## src/core/sppc_pkg.sv

```systemverilog
// constants and types for the static partition and port configuration block
package sppc_pkg;
    // register offsets (byte addresses, one aligned word each)
    localparam logic [7:0] ADDR_SIDE_EFFECT = 8'h00;
    localparam logic [7:0] ADDR_DRAIN = 8'h04;
    localparam logic [7:0] ADDR_RST_DRAIN = 8'h08;
    localparam logic [7:0] ADDR_BUS_RST = 8'h0C;
    localparam logic [7:0] ADDR_GROUP0 = 8'h10;
    localparam logic [7:0] ADDR_GROUP1 = 8'h14;
    localparam logic [7:0] ADDR_STATUS = 8'h18;
    localparam logic [7:0] ADDR_PORT_BASE = 8'h40;
    localparam logic [7:0] ADDR_LINK_BASE = 8'h80;
    // field positions
    localparam int MODE_LSB = 0;
    localparam int GROUP_SEL_LSB = 4;
    localparam int ACTION_LSB = 8;
    localparam int RETRAIN_BIT = 0;
    // switch style value selecting multi-group loading
    localparam logic [3:0] STYLE_MULTI_LOAD = 4'hD;
    // group control state encodings
    localparam logic [1:0] GROUP_DISABLED = 2'h0;
    localparam logic [1:0] GROUP_ACTIVE = 2'h1;
    // action encodings
    localparam logic [1:0] ACTION_NONE = 2'h0;
    // reset values of the delay timers (defaults, not documented figures)
    localparam logic [15:0] TIMER_RESET = 16'h0010;
    localparam logic [31:0] UNMAPPED_DATA = 32'h0000_0000;
    // operating modes of a port
    typedef enum logic [2:0] {
        PM_UNATTACHED = 3'h0,
        PM_DOWNSTREAM = 3'h1,
        PM_UPSTREAM = 3'h2,
        PM_DISABLED = 3'h3
    } sppc_mode_t;
    // loader phase, one-hot
    typedef enum logic [2:0] {
        PH_IDLE = 3'h1,
        PH_LOAD = 3'h2,
        PH_DONE = 3'h4
    } sppc_phase_t;
endpackage

```

## src/core/sppc_top.sv

```systemverilog
// static partition and port configuration loader, device side
//
// Overview of operation
// - configuration writes are taken only during the fundamental reset
// - switch style 0xD selects multi-group operation loaded by serial loader
// - in that style all groups start disabled, all ports unattached
// - writing Active to group state activates it; loader activates first
// - port control write attaches the port to the selected group
// - setting full retrain bit restarts link training from Detect
// - writing Disabled with no action disables the port
// - group select is ignored when the new mode is Disabled
// - no-action change keeps registers; up link stays, down link trains if the new mode is Downstream or Upstream
`timescale 1ns/1ps
`default_nettype none
module sppc_top #(
    parameter int NUM_PORTS = 8
) (
    // clock and reset
    input wire logic CLK_I,
    input wire logic NRST_I,
    // reset sequence and boot vector (pins)
    input wire logic CFG_WINDOW_I,
    input wire logic [3:0] STYLE_SELECT_I,
    // per-port link state from the link layer (same clock)
    input wire logic [NUM_PORTS-1:0] LINK_UP_I,
    // register port
    input wire logic [7:0] ADDR_I,
    input wire logic [31:0] WDATA_I,
    input wire logic WR_I,
    input wire logic RD_I,
    output logic [31:0] RDATA_O,
    // configuration results
    output logic [1:0] GROUP_ACTIVE_O,
    output logic [NUM_PORTS*3-1:0] PORT_MODE_O,
    output logic [NUM_PORTS-1:0] PORT_GROUP_O,
    output logic [NUM_PORTS-1:0] RETRAIN_O
);

    // boot pins pass two flops before use
    logic [1:0] win_sync;
    logic [3:0] style_s1, style_s2;
    always_ff @(posedge CLK_I or negedge NRST_I) begin
        if (!NRST_I) begin
            win_sync <= 2'h0;
            style_s1 <= 4'h0;
            style_s2 <= 4'h0;
        end else begin
            win_sync <= {win_sync[0], CFG_WINDOW_I};
            style_s1 <= STYLE_SELECT_I;
            style_s2 <= style_s1;
        end
    end
    wire cfg_open = win_sync[1];

    // loader phase: start at window open, done at close
    sppc_pkg::sppc_phase_t phase, next_phase;
    always_comb begin
        next_phase = phase;
        case (phase)
            sppc_pkg::PH_IDLE: if (cfg_open) next_phase = sppc_pkg::PH_LOAD;
            sppc_pkg::PH_LOAD: if (!cfg_open) next_phase = sppc_pkg::PH_DONE;
            sppc_pkg::PH_DONE: next_phase = sppc_pkg::PH_DONE;
            default: next_phase = sppc_pkg::PH_IDLE;
        endcase
    end
    always_ff @(posedge CLK_I or negedge NRST_I) begin
        if (!NRST_I) phase <= sppc_pkg::PH_IDLE;
        else phase <= next_phase;
    end

    // writes are accepted only in the load phase of multi-load style
    wire style_multi = (style_s2 == sppc_pkg::STYLE_MULTI_LOAD);
    wire wr_ok = WR_I && (phase == sppc_pkg::PH_LOAD) && style_multi;

    // address decode
    function automatic logic port_hit(input logic [7:0] a,
                                      input logic [7:0] base,
                                      input int idx);
        port_hit = (a == 8'(base + 8'(idx * 4)));
    endfunction
    wire wr_side = wr_ok && (ADDR_I == sppc_pkg::ADDR_SIDE_EFFECT);
    wire wr_drain = wr_ok && (ADDR_I == sppc_pkg::ADDR_DRAIN);
    wire wr_rdrain = wr_ok && (ADDR_I == sppc_pkg::ADDR_RST_DRAIN);
    wire wr_busrst = wr_ok && (ADDR_I == sppc_pkg::ADDR_BUS_RST);
    wire wr_g0 = wr_ok && (ADDR_I == sppc_pkg::ADDR_GROUP0);
    wire wr_g1 = wr_ok && (ADDR_I == sppc_pkg::ADDR_GROUP1);
    wire [1:0] wr_state = WDATA_I[1:0];
    wire [2:0] wr_mode = WDATA_I[sppc_pkg::MODE_LSB +: 3];
    wire wr_sel = WDATA_I[sppc_pkg::GROUP_SEL_LSB];
    wire [1:0] wr_action = WDATA_I[sppc_pkg::ACTION_LSB +: 2];

    // delay timers; zero means no delay, side effects are immediate
    logic [15:0] side_effect_delay_timer, mode_change_drain_timer;
    logic [15:0] reset_drain_timer, upstream_bus_reset_delay_timer;
    always_ff @(posedge CLK_I or negedge NRST_I) begin
        if (!NRST_I) begin
            side_effect_delay_timer <= sppc_pkg::TIMER_RESET;
            mode_change_drain_timer <= sppc_pkg::TIMER_RESET;
            reset_drain_timer <= sppc_pkg::TIMER_RESET;
            upstream_bus_reset_delay_timer <= sppc_pkg::TIMER_RESET;
        end else begin
            if (wr_side) side_effect_delay_timer <= WDATA_I[15:0];
            if (wr_drain) mode_change_drain_timer <= WDATA_I[15:0];
            if (wr_rdrain) reset_drain_timer <= WDATA_I[15:0];
            if (wr_busrst) upstream_bus_reset_delay_timer <= WDATA_I[15:0];
        end
    end

    // group control: all groups disabled after reset
    logic [1:0] group0_control, group1_control;
    always_ff @(posedge CLK_I or negedge NRST_I) begin
        if (!NRST_I) begin
            group0_control <= sppc_pkg::GROUP_DISABLED;
            group1_control <= sppc_pkg::GROUP_DISABLED;
        end else begin
            if (wr_g0) group0_control <= wr_state;
            if (wr_g1) group1_control <= wr_state;
        end
    end
    assign GROUP_ACTIVE_O = {group1_control == sppc_pkg::GROUP_ACTIVE,
                             group0_control == sppc_pkg::GROUP_ACTIVE};

    // per-port control and retrain; applied in the write cycle
    logic [2:0] port_mode [NUM_PORTS];
    logic [NUM_PORTS-1:0] group_select;
    logic [1:0] mode_change_action [NUM_PORTS];
    logic [NUM_PORTS-1:0] link_state_control0;
    logic [NUM_PORTS-1:0] retrain;
    logic [NUM_PORTS-1:0] port_wr, link_wr;
    logic [NUM_PORTS-1:0] full_retrain_request_vec, mode_rt_vec;
    genvar gp;
    generate
        for (gp = 0; gp < NUM_PORTS; gp++) begin : g_port
            assign port_wr[gp] = wr_ok &&
                port_hit(ADDR_I, sppc_pkg::ADDR_PORT_BASE, gp);
            assign link_wr[gp] = wr_ok &&
                port_hit(ADDR_I, sppc_pkg::ADDR_LINK_BASE, gp);
            wire new_operational = (wr_mode == sppc_pkg::PM_DOWNSTREAM) ||
                                   (wr_mode == sppc_pkg::PM_UPSTREAM);
            // down link in an operational mode trains from Detect
            assign mode_rt_vec[gp] = port_wr[gp] &&
                (wr_action == sppc_pkg::ACTION_NONE) &&
                new_operational && !LINK_UP_I[gp];
            assign full_retrain_request_vec[gp] = link_wr[gp] &&
                WDATA_I[sppc_pkg::RETRAIN_BIT];
            always_ff @(posedge CLK_I or negedge NRST_I) begin
                if (!NRST_I) begin
                    port_mode[gp] <= sppc_pkg::PM_UNATTACHED;
                    group_select[gp] <= 1'b0;
                    mode_change_action[gp] <= sppc_pkg::ACTION_NONE;
                    link_state_control0[gp] <= 1'b0;
                    retrain[gp] <= 1'b0;
                end else begin
                    if (port_wr[gp]) begin
                        port_mode[gp] <= wr_mode;
                        mode_change_action[gp] <= wr_action;
                        // disabled ports keep their old group
                        if (wr_mode != sppc_pkg::PM_DISABLED)
                            group_select[gp] <= wr_sel;
                    end
                    if (link_wr[gp])
                        link_state_control0[gp] <=
                            WDATA_I[sppc_pkg::RETRAIN_BIT];
                    // zero timers: retrain one cycle after write
                    retrain[gp] <= full_retrain_request_vec[gp] || mode_rt_vec[gp];
                end
            end
            assign PORT_MODE_O[gp*3 +: 3] = port_mode[gp];
            // retrain bit stays set in the register; the one-cycle pulse is the link's request
            assign RETRAIN_O[gp] = retrain[gp];
        end
    endgenerate
    assign PORT_GROUP_O = group_select;

    // read path: one cycle latency, unmapped reads zero
    logic [31:0] rd_mux;
    always_comb begin
        rd_mux = sppc_pkg::UNMAPPED_DATA;
        case (ADDR_I)
            sppc_pkg::ADDR_SIDE_EFFECT:
                rd_mux = {16'h0000, side_effect_delay_timer};
            sppc_pkg::ADDR_DRAIN:
                rd_mux = {16'h0000, mode_change_drain_timer};
            sppc_pkg::ADDR_RST_DRAIN: rd_mux = {16'h0000, reset_drain_timer};
            sppc_pkg::ADDR_BUS_RST:
                rd_mux = {16'h0000, upstream_bus_reset_delay_timer};
            sppc_pkg::ADDR_GROUP0: rd_mux = {30'h0, group0_control};
            sppc_pkg::ADDR_GROUP1: rd_mux = {30'h0, group1_control};
            sppc_pkg::ADDR_STATUS: rd_mux = {25'h0, style_s2, phase};
            default: begin
                for (int i = 0; i < NUM_PORTS; i++) begin
                    if (port_hit(ADDR_I, sppc_pkg::ADDR_PORT_BASE, i))
                        rd_mux = {22'h0, mode_change_action[i], 3'h0,
                                  group_select[i], 1'b0, port_mode[i]};
                    if (port_hit(ADDR_I, sppc_pkg::ADDR_LINK_BASE, i))
                        rd_mux = {31'h0, link_state_control0[i]};
                end
            end
        endcase
    end
    always_ff @(posedge CLK_I or negedge NRST_I) begin
        if (!NRST_I) RDATA_O <= 32'h0000_0000;
        else if (RD_I) RDATA_O <= rd_mux;
        else RDATA_O <= 32'h0000_0000;
    end
endmodule
`default_nettype wire

```

## config.mk

```make
export PLATFORM = sky130hd
export DESIGN_NAME = sppc_top
export DESIGN_NICKNAME = d
export VERILOG_FILES = /design/src/core/sppc_pkg.sv /design/src/core/sppc_top.sv
export SDC_FILE = /design/constraint.sdc
export NUM_CORES = 1
export LEC_CHECK = 0
export BUFFER_PORTS_ARGS = -buffer_cell sky130_fd_sc_hd__buf_2
export CAP_MARGIN = 20
export CORE_UTILIZATION = 39
export DETAILED_ROUTE_END_ITERATION = 8
export PLACE_DENSITY_LB_ADDON = 0.12
export SYNTH_ARGS = -nofsm -noshare
export SYNTH_HDL_FRONTEND = slang
export SYNTH_SLANG_ARGS = --single-unit
```

## constraint.sdc

```tcl
create_clock -name CLK_I -period 2.65 [get_ports CLK_I]
set_clock_uncertainty 0.15 [all_clocks]
set_input_delay 0.3975 -clock CLK_I [delete_from_list [all_inputs] [get_ports CLK_I]]
set_output_delay 0.3975 -clock CLK_I [all_outputs]
set_load 0.03 [all_outputs]
```

; ---- Yosys cells after proc, flatten, opt, wreduce, memory -nomap -nowiden
; Cells that the tools add are included.
[op_classes]
n_eq_ne = 33
n_reduce_logical = 84
muxes = 21
[op_table]
columns = op, n
row1 = 2-to-1 mux 32 bit, 16
row2 = one-hot mux 32 bit (7 select lines), 1
row3 = == test 8 x 7 -> 1 bit (second input constant), 8
row4 = == test 8 bit (second input constant), 8
row5 = logical AND 1 bit, 56
row6 = == test 8 x 5 -> 1 bit (second input constant), 3
row7 = AND reduction 2 bit, 9
row8 = == test 8 x 4 -> 1 bit (second input constant), 2
row9 = 2-to-1 mux 10 bit, 1
row10 = logical OR 1 bit, 9
row11 = one-hot mux 3 bit (3 select lines), 1
row12 = == test 8 x 3 -> 1 bit (second input constant), 1
row13 = logical NOT 1 bit, 8
row14 = logical NOT 8 bit, 1
row15 = == test 3 x 1 -> 1 bit (second input constant), 2
row16 = == test 3 x 2 -> 1 bit (second input constant), 2
row17 = 2-to-1 mux 3 bit, 2
row18 = == test 2 x 1 -> 1 bit (second input constant), 2
row19 = == test 4 bit (second input constant), 1
row20 = != test 2 bit (second input constant), 2
row21 = == test 3 bit (second input constant), 1
row22 = != test 3 x 2 -> 1 bit (second input constant), 1
row23 = logical NOT 2 bit, 1
[word_totals]
out_inout_bits = 74
in_bits = 57
ff_bits = 177

; ---- Longest topological paths before layout
[depth]
word_depth = 19
mapped_depth = 8
mapped_depth_nobuf = 6

; ---- Worst setup path before layout
; No wires, ideal clock.
[synth_path]
kind = input -> register
start = input ADDR_I[3]
end = register RDATA_O[0]
arrival_ns = 1.721
stages = 8
path_slack_ns = 0.648
cell_sequence = buf_4 nor2b_1 buf_4 nand2_4 o32a_1 o221a_1 nor4_2 o31ai_2
[synth_between]
elab_chain_len = 19
[synth_lines]
columns = element, line
row1 = "start, declared", sppc_top.sv:27  ; input wire logic [7:0] ADDR_I,
row2 = == test 8 x 7 -> 1 bit, sppc_top.sv:79  ; port_hit = (a == 8'(base + 8'(idx * 4)));
row3 = 2-to-1 mux 10 bit, sppc_top.sv:192  ; if (port_hit(ADDR_I, sppc_pkg::ADDR_PORT_BASE, i))
row4 = 2-to-1 mux 32 bit, sppc_top.sv:195  ; if (port_hit(ADDR_I, sppc_pkg::ADDR_LINK_BASE, i))
row5 = 2-to-1 mux 32 bit, sppc_top.sv:192
row6 = 2-to-1 mux 32 bit, sppc_top.sv:195
row7 = 2-to-1 mux 32 bit, sppc_top.sv:192
row8 = 2-to-1 mux 32 bit, sppc_top.sv:195
row9 = 2-to-1 mux 32 bit, sppc_top.sv:192
row10 = [3 not listed], n/a
row11 = 2-to-1 mux 32 bit, sppc_top.sv:192
row12 = 2-to-1 mux 32 bit, sppc_top.sv:195
row13 = 2-to-1 mux 32 bit, sppc_top.sv:192
row14 = 2-to-1 mux 32 bit, sppc_top.sv:195
row15 = 2-to-1 mux 32 bit, sppc_top.sv:192
row16 = 2-to-1 mux 32 bit, sppc_top.sv:195
row17 = one-hot mux 32 bit (7 select lines) *, sppc_top.sv:179  ; case (ADDR_I)
row18 = 2-to-1 mux 32 bit *, sppc_top.sv:203  ; else if (RD_I) RDATA_O <= rd_mux;
row19 = "end signal, assigned", sppc_top.sv:203
row20 = "end, declared", sppc_top.sv:31  ; output logic [31:0] RDATA_O,
; Mark *: on every way between the ends. The rest lies on a longest branch, timed or not.
; A chain may end at the register's enable or synchronous reset.

; ---- Final worst setup path
[layout_path]
start = register phase[1]
end = register port_mode (netlist bit PORT_MODE_O[18])
[layout_between]
elab_chain_len = 4
[layout_lines]
columns = element, line
row1 = "start, declared", sppc_top.sv:56  ; sppc_pkg::sppc_phase_t phase, next_phase;
row2 = "start signal, assigned", sppc_top.sv:67  ; if (!NRST_I) phase <= sppc_pkg::PH_IDLE;
row3 = "start signal, assigned", sppc_top.sv:68  ; else phase <= next_phase;
row4 = == test 3 x 2 -> 1 bit, sppc_top.sv:73  ; wire wr_ok = WR_I && (phase == sppc_pkg::PH_LOAD) && style_multi;
row5 = logical AND 1 bit (2 in series), sppc_top.sv:73
row6 = logical AND 1 bit, sppc_top.sv:134  ; assign port_wr[gp] = wr_ok &&
row7 = "end signal, assigned by index", sppc_top.sv:148  ; port_mode[gp] <= sppc_pkg::PM_UNATTACHED;
row8 = "end signal, assigned by index", sppc_top.sv:155  ; port_mode[gp] <= wr_mode;
row9 = "end, declared", sppc_top.sv:124  ; logic [2:0] port_mode [NUM_PORTS];
; No other way between the ends.

==> flow_metrics.env <==
export IMPL_fin_crit_sh_pct=89.2
export IMPL_fmax_mhz=423
export IMPL_holdCritPathClass="primary input to flop"
export IMPL_grt_max_degree=72
export IMPL_worst_hold_path_endpoint="RETRAIN_O[4]"
export IMPL_ff2ff_setup_slack_ns=0.29
export IMPL_finalCriticalPeriod_ns=2.36
export IMPL_maxCapViolCount=0
export IMPL_gp_congestion=0.817
export IMPL_setup_tns_ns=0
export IMPL_port_buffers=98
export IMPL_synth_mux_area_share_pct=24.5
export IMPL_hpwl_mm=13.1
export IMPL_status="finished, final reports clean"
export IMPL_viasPerCell=5.43
export IMPL_path_clk_slew_ns=0.07
export IMPL_first_pass_iters=5
export IMPL_startpoint_type="flop"
export IMPL_finalWorstSetupSlack_ns=0.286
export IMPL_min_from="LINK_UP_I[4]"
export IMPL_synth_seq_area_share_pct=54.2
export IMPL_final_max_slew_viol_count=0
export IMPL_area_growth_pct=19.5
export IMPL_grt_ovfl_total=0
export IMPL_yosys_register_bits=161
export IMPL_cts_sinks=161
export IMPL_die_height_um=140
export IMPL_wl_per_cell_um=20.8
export IMPL_hold_viol_final=0
export IMPL_synth_distinct_cells=60
export IMPL_grt_pass1_vias=5164
export IMPL_timing_rr_start="phase[1]"
export IMPL_rsz0062_at_grt="no"
export IMPL_total_leakage_power_nw=4.43
export IMPL_cts_resized_gates=0
export IMPL_path_cells="inv_1, nor2_1, and4_2, and2_1, nand3_4, mux2_1"
export IMPL_worstRegToRegCells=6
export IMPL_syn_area_per_cell_um2=13.6
export IMPL_boundaryPins=131
export IMPL_h_tree_depth=4
export IMPL_r2r_end="PORT_MODE_O[18]"
export IMPL_synth_compound_area_share_pct=7.22
export IMPL_whs_path_depth=2
export IMPL_crit_path_end_kind="flop"
export IMPL_ant_nets=0
export IMPL_cts_buffer_depth=2
export IMPL_slowest_delay_ns=0.40
export IMPL_drc=0
export IMPL_ys_top_cells_by_area="dfrtp_1, mux2_2, mux4_2, mux2_4, mux2_1"
export IMPL_synth_top_cell_by_area="dfrtp_1"
export IMPL_synth_flop_cell="dfrtp_1"
export IMPL_clock_latency_ns=0.43
export IMPL_start_util_pct=39.8
export IMPL_startpoint="phase[1]"
export IMPL_synthSimpleGateAreaFrac_pct=9.22
export IMPL_root_buffer="clkbuf_16"
export IMPL_num_nets_final=724
export IMPL_setup_violations=0
export IMPL_layout_common_cells="dfrtp_1, buf_2, mux2_2, buf_4, mux2_4"
export IMPL_dieArea_mm2=0.0197
export IMPL_grt_usage_pct=20.2
export IMPL_cts_tree="yes"
export IMPL_cp_data_arrival_time_ns=2.52
export IMPL_async_flop_share_pct=100
export IMPL_synth_warnings=0
export IMPL_antenna_found_initial=0
export IMPL_synth_edf_count=0
export IMPL_synth_xor_xnor_area_share_pct=0.235
export IMPL_crit_required_ns=2.81
export IMPL_layout_drive_gt1_share_pct=46.6
export IMPL_fp_dieW_um=140
export IMPL_worstMarginPinSlew_ns=0.536
export IMPL_holdWs_ns=0.0187
export IMPL_grt_pass1_wl_mm=29.7
export IMPL_syn_inst=548
export IMPL_path_max_fanout=8
export IMPL_relSlewSlack_pct=64.1
export IMPL_first_iter_violations=272
export IMPL_rows=50
export IMPL_diodes=0
export IMPL_cp_slowest_cell="dfrtp_1"
export IMPL_synth_top_family_by_area="multiplexers"
export IMPL_synth_top_area_share_pct=52.4
export IMPL_wirelength_mm=19.0
export IMPL_nFillCells=1654
export IMPL_vias=4961
export IMPL_ir_drop_mv=0.407
export IMPL_pre_cts_slack_ns=0.267
export IMPL_power_total_w=0.00526
export IMPL_netlist_area_mm2=0.00745
export IMPL_synth_fa_ha_area_share_pct=0
export IMPL_core_mm2=0.0187
export IMPL_criticalPathCategory="flop to flop"
export IMPL_powerDensity_mw_per_mm2=591
export IMPL_final_common_cell="dfrtp_1"
export IMPL_numCtsBuffers=17
==> layer usage <==
metal	routed length, µm	global-route usage (%)	vias to the layer above
met2	9130	31.8	141
met3	930	4.24	17
met5	0	0	-
met1	8710	28.1	2562
li1	-	-	2241
met4	206	6.25	0
==> power by group <==
part           internal (W)  switching (W)
clock               0.00126        0.00114
sequential          0.00249      0.0000276
combinational      0.000112       0.000229
total               0.00387        0.00140
==> sequential cells by signal, indices dropped and copies added (netlist names) <==
register,cells
PORT_GROUP_O,8
PORT_MODE_O,24
RDATA_O,16
RETRAIN_O,8
group0_control,2
group1_control,2
link_state_control0,8
mode_change_action,16
mode_change_drain_timer,16
phase,3
reset_drain_timer,16
side_effect_delay_timer,16
style_s1,4
style_s2,4
upstream_bus_reset_delay_timer,16
win_sync,2
==> how the worst max path moves through the flow <==
stage	to	slack, ns	cells past startpoint
after floorplan	RDATA_O[0]	0.65	8
after global placement	mode_change_action[8]	0.28	6
after detailed placement	PORT_MODE_O[9]	0.27	6
after CTS	PORT_MODE_O[18]	0.31	6
after global routing	PORT_MODE_O[18]	0.17	6
final	PORT_MODE_O[18]	0.29	6
==> cell families after synthesis <==
kind of cell,count (synthesis)
mux,142
other cells,1
simple gates,113
flops,161
buf+inv,56
xor+xnor,2
compound gates,73
==> synthesized netlist by cell type, drive strengths merged, types with 4 or more instances <==
| cell type | n |
|---|---|
| a21oi | 16 |
| a222oi | 10 |
| a22oi | 14 |
| buf | 36 |
| clkbuf | 17 |
| dfrtp | 156 |
| dfstp | 5 |
| mux2 | 124 |
| mux2i | 4 |
| mux4 | 14 |
| nand2 | 27 |
| nand2b | 4 |
| nand3 | 19 |
| nand4 | 4 |
| nor2 | 25 |
| nor2b | 8 |
| nor3 | 9 |
| o21ai | 5 |
| o22ai | 7 |
| o32ai | 7 |
==> timing repair <==
item,in CTS,in global routing
setup buffers,0,0
endpoints found under the hold margin,39,1
hold buffers,7,1
==> stage by stage <==
step	util (%)	cell area (µm²)	cells
3_3_place_gp	44.0	8230	874
6_report	47.6	8900	914
2_1_floorplan	-	7500	563
3_5_place_dp	44.0	8230	874
5_1_grt	47.6	8900	914
4_1_cts	47.5	8890	913
==> worst max-delay path: cells and delay by family (launching register included) <==
kind | cells | cell delay (ns)
and+or+nand+nor | 4 | 1.22
DFF | 1 | 0.40
muxes | 1 | 0.37
buffers and inverters | 1 | 0.10
==> final cells by class <==
cell class / count / area, µm² / area share [%]
flip-flops and latches: 161 / 4040 / 45.3
multi-input cells: 346 / 3130 / 35.2
repair buffers: 138 / 842 / 9.46
clock buffers: 17 / 425 / 4.78
well taps: 234 / 293 / 3.29
clock inverters: 15 / 163 / 1.83
inverters: 3 / 11.3 / 0.127
Note: power is estimated with default switching activity, not from simulation.
